$ cat config.mk
export PLATFORM = sky130hd
export DESIGN_NAME = pss_regs
export DESIGN_NICKNAME = d
export VERILOG_FILES = /design/src/rtl/pss_pkg.sv /design/src/rtl/pss_regs.sv
export VERILOG_INCLUDE_DIRS = /design/src /design/src/rtl
export SDC_FILE = /design/constraint.sdc
export NUM_CORES = 1
export LEC_CHECK = 0
export BUFFER_PORTS_ARGS = -buffer_cell sky130_fd_sc_hd__clkbuf_2
export CORE_MARGIN = 3
export CORE_UTILIZATION = 53
export DETAILED_ROUTE_END_ITERATION = 16
export PLACE_DENSITY = 0.84
export SLEW_MARGIN = 20
export SYNTH_ARGS = -nofsm -noshare
export SYNTH_HDL_FRONTEND = slang
export SYNTH_SLANG_ARGS = --single-unit
$ cat constraint.sdc
create_clock -name REF_CLK_I -period 2 [get_ports REF_CLK_I]
set_input_delay 0.1 -clock REF_CLK_I [delete_from_list [all_inputs] [get_ports REF_CLK_I]]
set_output_delay 0.1 -clock REF_CLK_I [all_outputs]
set_load 0.02 [all_outputs]
$ cat src/rtl/pss_defines.svh
// Register offsets, field positions and reset values of the slot status and second capability slice.
// Assumes inclusion by bare name from the package and the top module.
`ifndef PSS_DEFINES_SVH
`define PSS_DEFINES_SVH
`define PSS_OFF_SLOT_STS     8'hD8
`define PSS_OFF_DEV_CAP2     8'hE4
`define PSS_OFF_DEV_CTL2     8'hE8
`define PSS_OFF_LNK_CAP2     8'hEC
`define PSS_OFF_LNK_CTL2     8'hF0
`define PSS_OFF_SLT_CAP2     8'hF4
`define PSS_OFF_SLT_CTL2     8'hF8
`define PSS_OFF_IRQ_STS      8'hFC
`define PSS_OFF_IRQ_MSK      8'hE0
`define PSS_OFF_STRAP        8'hDC
`define PSS_BIT_ATTN         16
`define PSS_BIT_PFAULT       17
`define PSS_BIT_LATCH_CHG    18
`define PSS_BIT_PRES_CHG     19
`define PSS_BIT_CMD_DONE     20
`define PSS_BIT_LATCH_ST     21
`define PSS_BIT_PRES_ST      22
`define PSS_BIT_DLL_CHG      24
`define PSS_BIT_LTR_SUP      11
`define PSS_BIT_FCU_LTR      12
`define PSS_POS_OBFF_SUP     18
`define PSS_BIT_LTR_EN       10
`define PSS_POS_OBFF_EN      13
`define PSS_POS_TGT_SPEED    0
`define PSS_BIT_ENTER_COMP   4
`define PSS_BIT_HW_SPD_DIS   5
`define PSS_BIT_SEL_DEEMP    6
`define PSS_POS_TX_MARGIN    7
`define PSS_BIT_MOD_COMP     10
`define PSS_BIT_COMP_SOS     11
`define PSS_BIT_COMP_DEEMP   12
`define PSS_BIT_CUR_DEEMP    16
`define PSS_RST_TGT_SPEED    4'h2
`define PSS_RST_OBFF_SUP     2'h0
`define PSS_NUM_EVT          6
`endif

$ cat src/rtl/pss_pkg.sv
// Types shared by the slot status and second capability register slice.
// Assumes the defines header is on the include path.
`include "pss_defines.svh"
package pss_pkg;
  typedef struct packed {
    logic [2:0] tx_margin;
    logic       comp_deemp;
    logic       comp_sos;
    logic       mod_comp;
    logic       hardware_speed_change_disable;
    logic       enter_comp;
    logic [3:0] tgt_speed;
  } pss_link_ctl_t;
  typedef struct packed {
    logic       ltr_en;
    logic [1:0] obff_en;
  } pss_dev_ctl_t;
  typedef struct packed {
    logic       fcu_ltr;
    logic [1:0] obff_sup;
    logic       sel_deemp;
  } pss_strap_t;
endpackage

$ cat src/rtl/pss_regs.sv
// Slot status, second device/link/slot capability registers behind an APB slave.
// Assumes sensor pins are asynchronous and synchronised here; events from the core are on REF_CLK_I.
//
// Contract
// attention button press latches bit 16, W1C
// power fault latches bit 17, W1C
// latch sensor change bit 18, read-only
// presence change latches bit 19, W1C
// command completion latches bit 20, W1C
// bit 21 mirrors retention latch sensor
// bit 22 reports card presence
// no slot implemented: presence reads one
// link active change sets bit 24, W1C
// LTR supported bit 11 reads one
// OBFF support and FCU LTR loadable
// LTR enable and OBFF enable writable
// de-emphasis select loadable, port dependent reset
// current de-emphasis resets by port type
// zero writes and read-only writes ignored
//
// Register access over APB was chosen for this implementation.
`timescale 1ns/10ps
`include "pss_defines.svh"
module pss_regs
  import pss_pkg::*;
(
  // Clock and reset
  input  wire logic        REF_CLK_I,
  input  wire logic        RST_I,
  // APB slave
  input  wire logic        PSEL_I,
  input  wire logic        PENABLE_I,
  input  wire logic        PWRITE_I,
  input  wire logic [7:0]  PADDR_I,
  input  wire logic [31:0] PWDATA_I,
  output logic      [31:0] PRDATA_O,
  output logic             PREADY_O,
  output logic             PSLVERR_O,
  // Port configuration and sensors
  input  wire logic        DOWNSTREAM_I,
  input  wire logic        SLOT_IMPL_I,
  input  wire logic        ATTN_BUTTON_I,
  input  wire logic        POWER_FAULT_I,
  input  wire logic        LATCH_OPEN_I,
  input  wire logic        CARD_PRESENT_I,
  // Core events
  input  wire logic        CMD_DONE_I,
  input  wire logic        DLL_ACTIVE_I,
  input  wire logic        CUR_DEEMP_I,
  // Steering outputs
  output logic             LTR_EN_O,
  output logic      [1:0]  OBFF_EN_O,
  output pss_link_ctl_t    LINK_CTL_O,
  output logic             IRQ_O
);

  logic [3:0]    sync1_r;
  logic [3:0]    sync2_r;
  logic [3:0]    sens_r;
  logic          dll_r;
  logic          strap_done_r;
  logic [5:0]    evt_r;
  logic [5:0]    evt_nxt;
  logic [5:0]    irq_sts_r;
  logic [5:0]    irq_sts_nxt;
  logic [5:0]    irq_msk_r;
  pss_dev_ctl_t  dev_ctl_r;
  pss_link_ctl_t lnk_ctl_r;
  pss_strap_t    strap_r;
  logic          cur_deemp_r;
  logic [31:0]   prdata_r;
  logic          rd_wait_r;

  function automatic logic hit(input logic [7:0] a, input logic [7:0] off);
    hit = (a == off);
  endfunction

  wire        acc      = PSEL_I & PENABLE_I;
  wire        wr       = acc & PWRITE_I;
  wire        rd       = acc & ~PWRITE_I;
  // A read gets one wait state so that the registered read data stands when pready is high.
  wire        rd_first = rd & ~rd_wait_r;
  wire [7:0]  a        = {PADDR_I[7:2], 2'b00};
  wire        h_slot   = hit(a, `PSS_OFF_SLOT_STS);
  wire        h_dcap   = hit(a, `PSS_OFF_DEV_CAP2);
  wire        h_dctl   = hit(a, `PSS_OFF_DEV_CTL2);
  wire        h_lcap   = hit(a, `PSS_OFF_LNK_CAP2);
  wire        h_lctl   = hit(a, `PSS_OFF_LNK_CTL2);
  wire        h_scap   = hit(a, `PSS_OFF_SLT_CAP2);
  wire        h_sctl   = hit(a, `PSS_OFF_SLT_CTL2);
  wire        h_ists   = hit(a, `PSS_OFF_IRQ_STS);
  wire        h_imsk   = hit(a, `PSS_OFF_IRQ_MSK);
  wire        h_strap  = hit(a, `PSS_OFF_STRAP);
  wire        mapped   = h_slot | h_dcap | h_dctl | h_lcap | h_lctl | h_scap | h_sctl |
                         h_ists | h_imsk | h_strap;
  wire        btn_s    = sync2_r[0];
  wire        pf_s     = sync2_r[1];
  wire        latch_s  = sync2_r[2];
  wire        pres_s   = sync2_r[3];
  wire        btn_rise = btn_s & ~sens_r[0];
  wire        pf_rise  = pf_s & ~sens_r[1];
  wire        latch_ch = latch_s ^ sens_r[2];
  wire        pres_ch  = pres_s ^ sens_r[3];
  wire        dll_ch   = DLL_ACTIVE_I ^ dll_r;
  // Event order: attention, fault, latch change, presence change, command done, link change.
  wire [5:0]  evt_set  = {dll_ch, CMD_DONE_I, pres_ch, latch_ch, pf_rise, btn_rise};
  wire        w1c_slot = wr & h_slot;
  wire [5:0]  w1c_mask = w1c_slot ? {PWDATA_I[`PSS_BIT_DLL_CHG], PWDATA_I[`PSS_BIT_CMD_DONE],
                                     PWDATA_I[`PSS_BIT_PRES_CHG], 1'b0,
                                     PWDATA_I[`PSS_BIT_PFAULT], PWDATA_I[`PSS_BIT_ATTN]}
                                  : 6'h00;
  wire        pres_rd  = SLOT_IMPL_I ? pres_s : 1'b1;

  // The latch change flag is read-only, so it clears on its own when the sensor settles.
  assign evt_nxt = {evt_set[5:3] | (evt_r[5:3] & ~w1c_mask[5:3]),
                    evt_set[2],
                    evt_set[1:0] | (evt_r[1:0] & ~w1c_mask[1:0])};
  assign irq_sts_nxt = evt_set | ((rd_first & h_ists) ? 6'h00 : irq_sts_r);

  wire [31:0] slot_rd  = {7'h00, evt_r[5], 1'b0, pres_rd, latch_s,
                          evt_r[4:0], 16'h0000};
  wire [31:0] dcap_rd  = (32'h1 << `PSS_BIT_LTR_SUP) |
                         ({31'h0, strap_r.fcu_ltr} << `PSS_BIT_FCU_LTR) |
                         ({30'h0, strap_r.obff_sup} << `PSS_POS_OBFF_SUP);
  wire [31:0] dctl_rd  = ({31'h0, dev_ctl_r.ltr_en} << `PSS_BIT_LTR_EN) |
                         ({30'h0, dev_ctl_r.obff_en} << `PSS_POS_OBFF_EN);
  wire [31:0] lctl_rd  = {15'h0000, cur_deemp_r, 3'h0, lnk_ctl_r.comp_deemp,
                          lnk_ctl_r.comp_sos, lnk_ctl_r.mod_comp, lnk_ctl_r.tx_margin,
                          strap_r.sel_deemp, lnk_ctl_r.hardware_speed_change_disable,
                          lnk_ctl_r.enter_comp, lnk_ctl_r.tgt_speed};
  wire [31:0] strap_rd = {28'h0000000, strap_r.fcu_ltr, strap_r.obff_sup, strap_r.sel_deemp};
  wire [31:0] rd_mux   = h_slot  ? slot_rd :
                         h_dcap  ? dcap_rd :
                         h_dctl  ? dctl_rd :
                         h_lctl  ? lctl_rd :
                         h_ists  ? {26'h0, irq_sts_r} :
                         h_imsk  ? {26'h0, irq_msk_r} :
                         h_strap ? strap_rd : 32'h00000000;

  assign PREADY_O   = ~rd | rd_wait_r;
  assign PSLVERR_O  = acc & ~mapped;
  assign PRDATA_O   = prdata_r;
  assign LTR_EN_O   = dev_ctl_r.ltr_en;
  assign OBFF_EN_O  = dev_ctl_r.obff_en;
  assign LINK_CTL_O = lnk_ctl_r;
  assign IRQ_O      = |(irq_sts_r & irq_msk_r);

  always_ff @(posedge REF_CLK_I) begin
    sync1_r <= {CARD_PRESENT_I, LATCH_OPEN_I, POWER_FAULT_I, ATTN_BUTTON_I};
    sync2_r <= sync1_r;
    if (RST_I) begin
      // Edge detectors follow the pins during reset so that no false change follows release.
      sens_r       <= sync2_r;
      dll_r        <= DLL_ACTIVE_I;
      evt_r        <= 6'h00;
      irq_sts_r    <= 6'h00;
      prdata_r     <= 32'h00000000;
      rd_wait_r    <= 1'b0;
      strap_done_r <= 1'b0;
    end else begin
      sens_r       <= sync2_r;
      dll_r        <= DLL_ACTIVE_I;
      evt_r        <= evt_nxt;
      irq_sts_r    <= irq_sts_nxt;
      prdata_r     <= rd_first ? rd_mux : prdata_r;
      rd_wait_r    <= rd_first;
      strap_done_r <= 1'b1;
    end
  end

  // Port-type dependent defaults are caught in the first cycle after reset release.
  always_ff @(posedge REF_CLK_I) begin
    if (RST_I) begin
      strap_r     <= '0;
      cur_deemp_r <= 1'b0;
    end else if (!strap_done_r) begin
      strap_r.sel_deemp <= DOWNSTREAM_I;
      cur_deemp_r       <= DOWNSTREAM_I;
    end else begin
      if (wr && h_strap) begin
        strap_r.sel_deemp <= PWDATA_I[0];
        strap_r.obff_sup  <= PWDATA_I[2:1];
        strap_r.fcu_ltr   <= PWDATA_I[3];
      end
      cur_deemp_r <= CUR_DEEMP_I;
    end
  end

  always_ff @(posedge REF_CLK_I) begin
    if (RST_I) begin
      dev_ctl_r           <= '0;
      lnk_ctl_r           <= '0;
      lnk_ctl_r.tgt_speed <= `PSS_RST_TGT_SPEED;
      irq_msk_r           <= 6'h00;
    end else begin
      if (wr && h_dctl) begin
        dev_ctl_r.ltr_en  <= PWDATA_I[`PSS_BIT_LTR_EN];
        dev_ctl_r.obff_en <= PWDATA_I[`PSS_POS_OBFF_EN +: 2];
      end
      if (wr && h_lctl) begin
        lnk_ctl_r.tgt_speed  <= PWDATA_I[`PSS_POS_TGT_SPEED +: 4];
        lnk_ctl_r.enter_comp <= PWDATA_I[`PSS_BIT_ENTER_COMP];
        lnk_ctl_r.hardware_speed_change_disable <= PWDATA_I[`PSS_BIT_HW_SPD_DIS];
        lnk_ctl_r.tx_margin  <= PWDATA_I[`PSS_POS_TX_MARGIN +: 3];
        lnk_ctl_r.mod_comp   <= PWDATA_I[`PSS_BIT_MOD_COMP];
        lnk_ctl_r.comp_sos   <= PWDATA_I[`PSS_BIT_COMP_SOS];
        lnk_ctl_r.comp_deemp <= PWDATA_I[`PSS_BIT_COMP_DEEMP];
      end
      if (wr && h_imsk) begin
        irq_msk_r <= PWDATA_I[5:0];
      end
    end
  end

endmodule // pss_regs

# After elaboration in Yosys (flattened, before gate mapping)

Index checks and enable logic that the tools add are counted.

Register bits after elaboration: 85
Output and inout bits: 50

Equality and inequality tests: 11
Multiplexer cells: 14
Bitwise logic cells: 38
Reductions and logical operators: 6

Operator list:

| kind                                                                     | count |
|---|---|
| 6-bit == test (second input constant)                                    | 10 |
| 17-bit 2-to-1 mux                                                        | 2 |
| 25-bit 2-to-1 mux                                                        | 1 |
| 6-bit 2-to-1 mux                                                         | 4 |
| 20-bit 2-to-1 mux                                                        | 1 |
| 13-bit by 20-bit bitwise OR with 20-bit output                           | 1 |
| 11-bit by 15-bit bitwise OR with 15-bit output                           | 1 |
| 1-bit bitwise OR                                                         | 10 |
| 1-bit bitwise AND                                                        | 9 |
| 6-bit bitwise AND                                                        | 1 |
| 1-bit NOT                                                                | 6 |
| 6-bit bitwise OR                                                         | 1 |
| 6-bit OR reduction                                                       | 1 |
| 1-bit 2-to-1 mux                                                         | 5 |
| 1-bit logical AND                                                        | 4 |
| 4-bit 2-to-1 mux                                                         | 1 |
| 3-bit bitwise AND                                                        | 1 |
| 3-bit NOT                                                                | 1 |
| 3-bit bitwise OR                                                         | 1 |
| 1-bit XOR                                                                | 3 |
| 2-bit bitwise AND                                                        | 1 |
| 2-bit by 1-bit inequality test with 1-bit output (second input constant) | 1 |
| 2-bit NOT                                                                | 1 |
| 2-bit bitwise OR                                                         | 1 |
| 2-bit AND reduction                                                      | 1 |

# Depth between registers and ports, before layout

Depth in word-level cells: 12
Depth in mapped cells: 6

# Least setup slack after synthesis

No wires, ideal clock.

Kind: reg2reg
Start point: register rd_wait_r
End point: register prdata_r[13] (netlist: PRDATA_O[13])
Library setup time: 0.070 ns
Arrival: 1.217 ns
Required time: 1.930 ns
Setup slack: 0.712 ns
Cell stages (with the launch flop): 6
Path buffers: 1
Path through: dfxtp_1 and4bb_2 inv_2 clkbuf_1 nand2_1 a21oi_1

Cells in the longest elaborated chain, start to end: 2

RTL lines:

| item                     | RTL line        | RTL |
|---|---|---|
| start: declaration       | pss_regs.sv:72  | `logic rd_wait_r;` |
| start signal: assignment | pss_regs.sv:166 | `rd_wait_r <= rd_first;` |
| 1-bit NOT                | pss_regs.sv:82  | `wire rd_first = rd & ~rd_wait_r;` |
| 1-bit bitwise AND        | pss_regs.sv:82  |  |
| end signal: assignment   | pss_regs.sv:165 | `prdata_r <= rd_first ? rd_mux : prdata_r;` |
| end: declaration         | pss_regs.sv:71  | `logic [31:0] prdata_r;` |

No other way between the ends.
A chain may end at the register's enable or synchronous reset.

# Final worst setup path

Start point: register rd_wait_r
End point: output PREADY_O

Cells in the longest elaborated chain, start to end: 1

RTL lines:

| item             | RTL line        | RTL |
|---|---|---|
| 1-bit bitwise OR | pss_regs.sv:140 | `assign PREADY_O = ~rd \| rd_wait_r;` |
| end: declaration | pss_regs.sv:37  | `output logic PREADY_O,` |

No other way between the ends.

==> impl_metrics.csv <==
group,metric,value,unit
run_status,outcome,"complete, no violations",
worst_setup_path,crit_path_top_delay_cell,"and4bb_2",
sta,clock_skew,0.00615,ns
worst_setup_path,crit_required,1.90,ns
clock_tree,cts.clk_slew.worst_paths,0.07,ns
clock_tree,clockBufferDepth,2,
sta,worst-slew-pin-transition,0.570,ns
clock_tree,htreeDepth,3,
place,finalWeightedCongestion,0.925,
layout,layout_common_cells,"79 x clkbuf_2, 76 x dfxtp_1, 57 x nand2_1, 34 x a21oi_1, 34 x nor2_1",
sta,holdWs,0.0352,ns
sta,finalCritPeriodShare,0.863,
worst_setup_path,cp_max_fo,23,
floorplan,initial_core_util,0.569,
sta,timing.fmax,579,MHz
sta,slew_viol_final,0,
floorplan,dieArea,6670,um^2
logic_synthesis,synthFlopType,"dfxtp_1",
floorplan,fp.dieH,81.7,um
worst_setup_path,setup.worst_path.start_class,"register",
place,place_worst_setup_slack,0.354,ns
sta,relSlewSlack,0.618,
layout,synthToLayoutAreaGrowth,23.4,%
floorplan,row_count,26,
detailed_routing,dr.pass1.iters,5,
detailed_routing,drc_errors,0,
place,port_buffers,79,
logic_synthesis,synthDistinctLibCells,41,
grt,antenna_found_initial,0,
clock_tree,cts_tree,"built",
logic_synthesis,ys_async_sr_fraction,0,
worst_setup_path,critPathArrivalTime,1.63,ns
grt,grt_first_pass_wirelength,12000,um
detailed_routing,drtIter0Drc,242,
power,vdd_ir_drop_max,0.660,mV
worst_setup_path,path_cells,"and4bb_2, inv_2, clkbuf_2",
sta,rsz0062_at_grt,"false",
grt,overflow,0,
worst_setup_path,worstSetupEndpointType,"output port",
floorplan,num_io_pins,104,
power,power.density,798,nW/um^2
layout,fin_nets,481,
worst_setup_path,cp_num_buf_inv,2,
worst_setup_path,max_stage_delay,0.50,ns
grt,grt_max_degree,32,
clock_tree,clk_latency,0.35,ns
grt,track_usage,0.240,
clock_tree,cts.sinks,76,
layout,fin_util,0.702,
detailed_routing,met3_length,766,um
sta,setup_viol,0,
sta,timing.setup.tns,0,ns
logic_synthesis,synth_area,3040,um^2
floorplan,die_width,81.7,um
layout,fillCellCount,424,
grt,grt_pass1_vias,2568,
clock_tree,cts-buffers-inserted,9,
detailed_routing,wl_met1,3100,um
logic_synthesis,syn_area_per_cell,8.85,um^2
logic_synthesis,synth-seq-cells,76,
place,place_area,3360,um^2
layout,n_antenna_cell,0,
detailed_routing,via_count,2746,
layout,layout_commonest_cell,"clkbuf_2",
detailed_routing,vias_per_cell,5.47,
logic_synthesis,yosys_warnings,0,
logic_synthesis,ys_seq_area_frac,0.501,
place,dp_hpwl,5310,um
detailed_routing,top_layer,"met4",
hold_path,hold_class,"input port to register",
layout,layout.cells.non_filler,502,
logic_synthesis,synth_cells,343,
power,power,2.99,mW
sta,min_period,1.73,ns
worst_setup_path,worst-r2r-setup-slack,0.34,ns
detailed_routing,routed_wl,7560,um
run,drv_cap,0,
sta,finalWorstSetupSlack,0.274,ns
detailed_routing,wl_met2,3560,um
place,placed_cells,468,
clock_tree,root_buffer,"clkbuf_8",
worst_setup_path,path_delay_family,"simple AND/OR/NAND/NOR gates",
power,p_leak,1.57,nW
sta,hold_viol_final,0,
detailed_routing,wire_per_inst,15.0,um
detailed_routing,antenna_left,0,
layout,final_area,3750,um^2
layout,drive_above_1_share,0.262,
worst_setup_path,path_class,"register to output port",
logic_synthesis,synth_edf_count,0,
floorplan,core_region_area,5340,um^2
power by group:
group          switching, mW  total [mW]  internal (mW)
Clock                  0.526        1.17          0.640
Sequential            0.0276        1.58           1.56
Combinational          0.140       0.239         0.0989
Total                  0.694        2.99           2.30
path summary, 6_finish.rpt:
| kind | endpoint | start | depth (start not counted) |
|---|---|---|---|
| worst max-delay path | PREADY_O | rd_wait_r$_SDFF_PP0_ | 3 |
| worst min-delay path | LINK_CTL_O[2]$_SDFFE_PP0P_ | PWDATA_I[2] | 3 |
| worst max register to register | PRDATA_O[5]$_SDFFE_PP0P_ | rd_wait_r$_SDFF_PP0_ | 4 |
| worst min register to register | sync2_r[3]$_DFF_P_ | sync1_r[3]$_DFF_P_ | 0 |
metal layers:
layer	GRT usage	vias to the layer above
li1	-	1337
met1	0.295	1251
met2	0.381	146
met3	0.0844	12
met4	0.105	0
met5	0	-
timing repair:
action	in CTS	in global routing
setup buffers	0	0
hold buffers	18	0
gates resized for setup	0	0
endpoints found under the hold margin	19	0
sequential cells by signal (all words and copies together), names as in the netlist, 3 cells and up:
signal / count
strap_r: 3
sens_r: 4
irq_msk_r: 6
LINK_CTL_O: 12
sync1_r: 4
sync2_r: 4
PRDATA_O: 23
evt_r: 6
irq_sts_r: 6
synthesized netlist by cell type, types with 2 or more instances:
cell type,number,area share
a21oi_1,34,0.056
a221oi_1,9,0.026
a222oi_1,4,0.013
a22oi_1,3,0.0074
and3_1,2,0.0041
buf_2,5,0.0082
buf_4,21,0.052
clkbuf_1,11,0.014
dfxtp_1,76,0.50
mux2i_1,14,0.046
nand2_1,57,0.070
nand2b_1,5,0.010
nand3_1,20,0.033
nor2_1,34,0.042
nor3_2,3,0.0099
o211ai_1,2,0.0049
o21ai_0,5,0.0082
o21ai_1,6,0.0099
o31ai_1,4,0.0099
or2_2,4,0.0082
xnor2_1,4,0.012
tightest hold or removal path: cells and delay by family:
kind,cells,cell delay (ns)
buffers and inverters,1,0.12
AND/OR/NAND/NOR,1,0.07
AO/OA/AOI/OAI,1,0.05
cell families (layout without fill, tap and decap cells):
group                  after synthesis  in the layout  synth area share
AO/OA/AOI/OAI                       70             70             0.144
XOR/XNOR                             4              4            0.0115
buffers and inverters               40            121            0.0775
flip-flops                          76             76             0.501
multiplexers                        14             14            0.0461
other                                1              9           0.00123
AND/OR/NAND/NOR                    138            138             0.218
final cells by class:
cell class                 instances  area (um^2)  share of cell area
tap                               70         87.6              0.0234
inverter                           3         11.3             0.00301
clock inverter                     4         47.5              0.0127
sequential                        76         1520               0.406
timing repair buffer             102          613               0.164
clock buffer                      12          155              0.0414
multi-input combinational        235         1310               0.350
(Power assumes the default switching activity.)
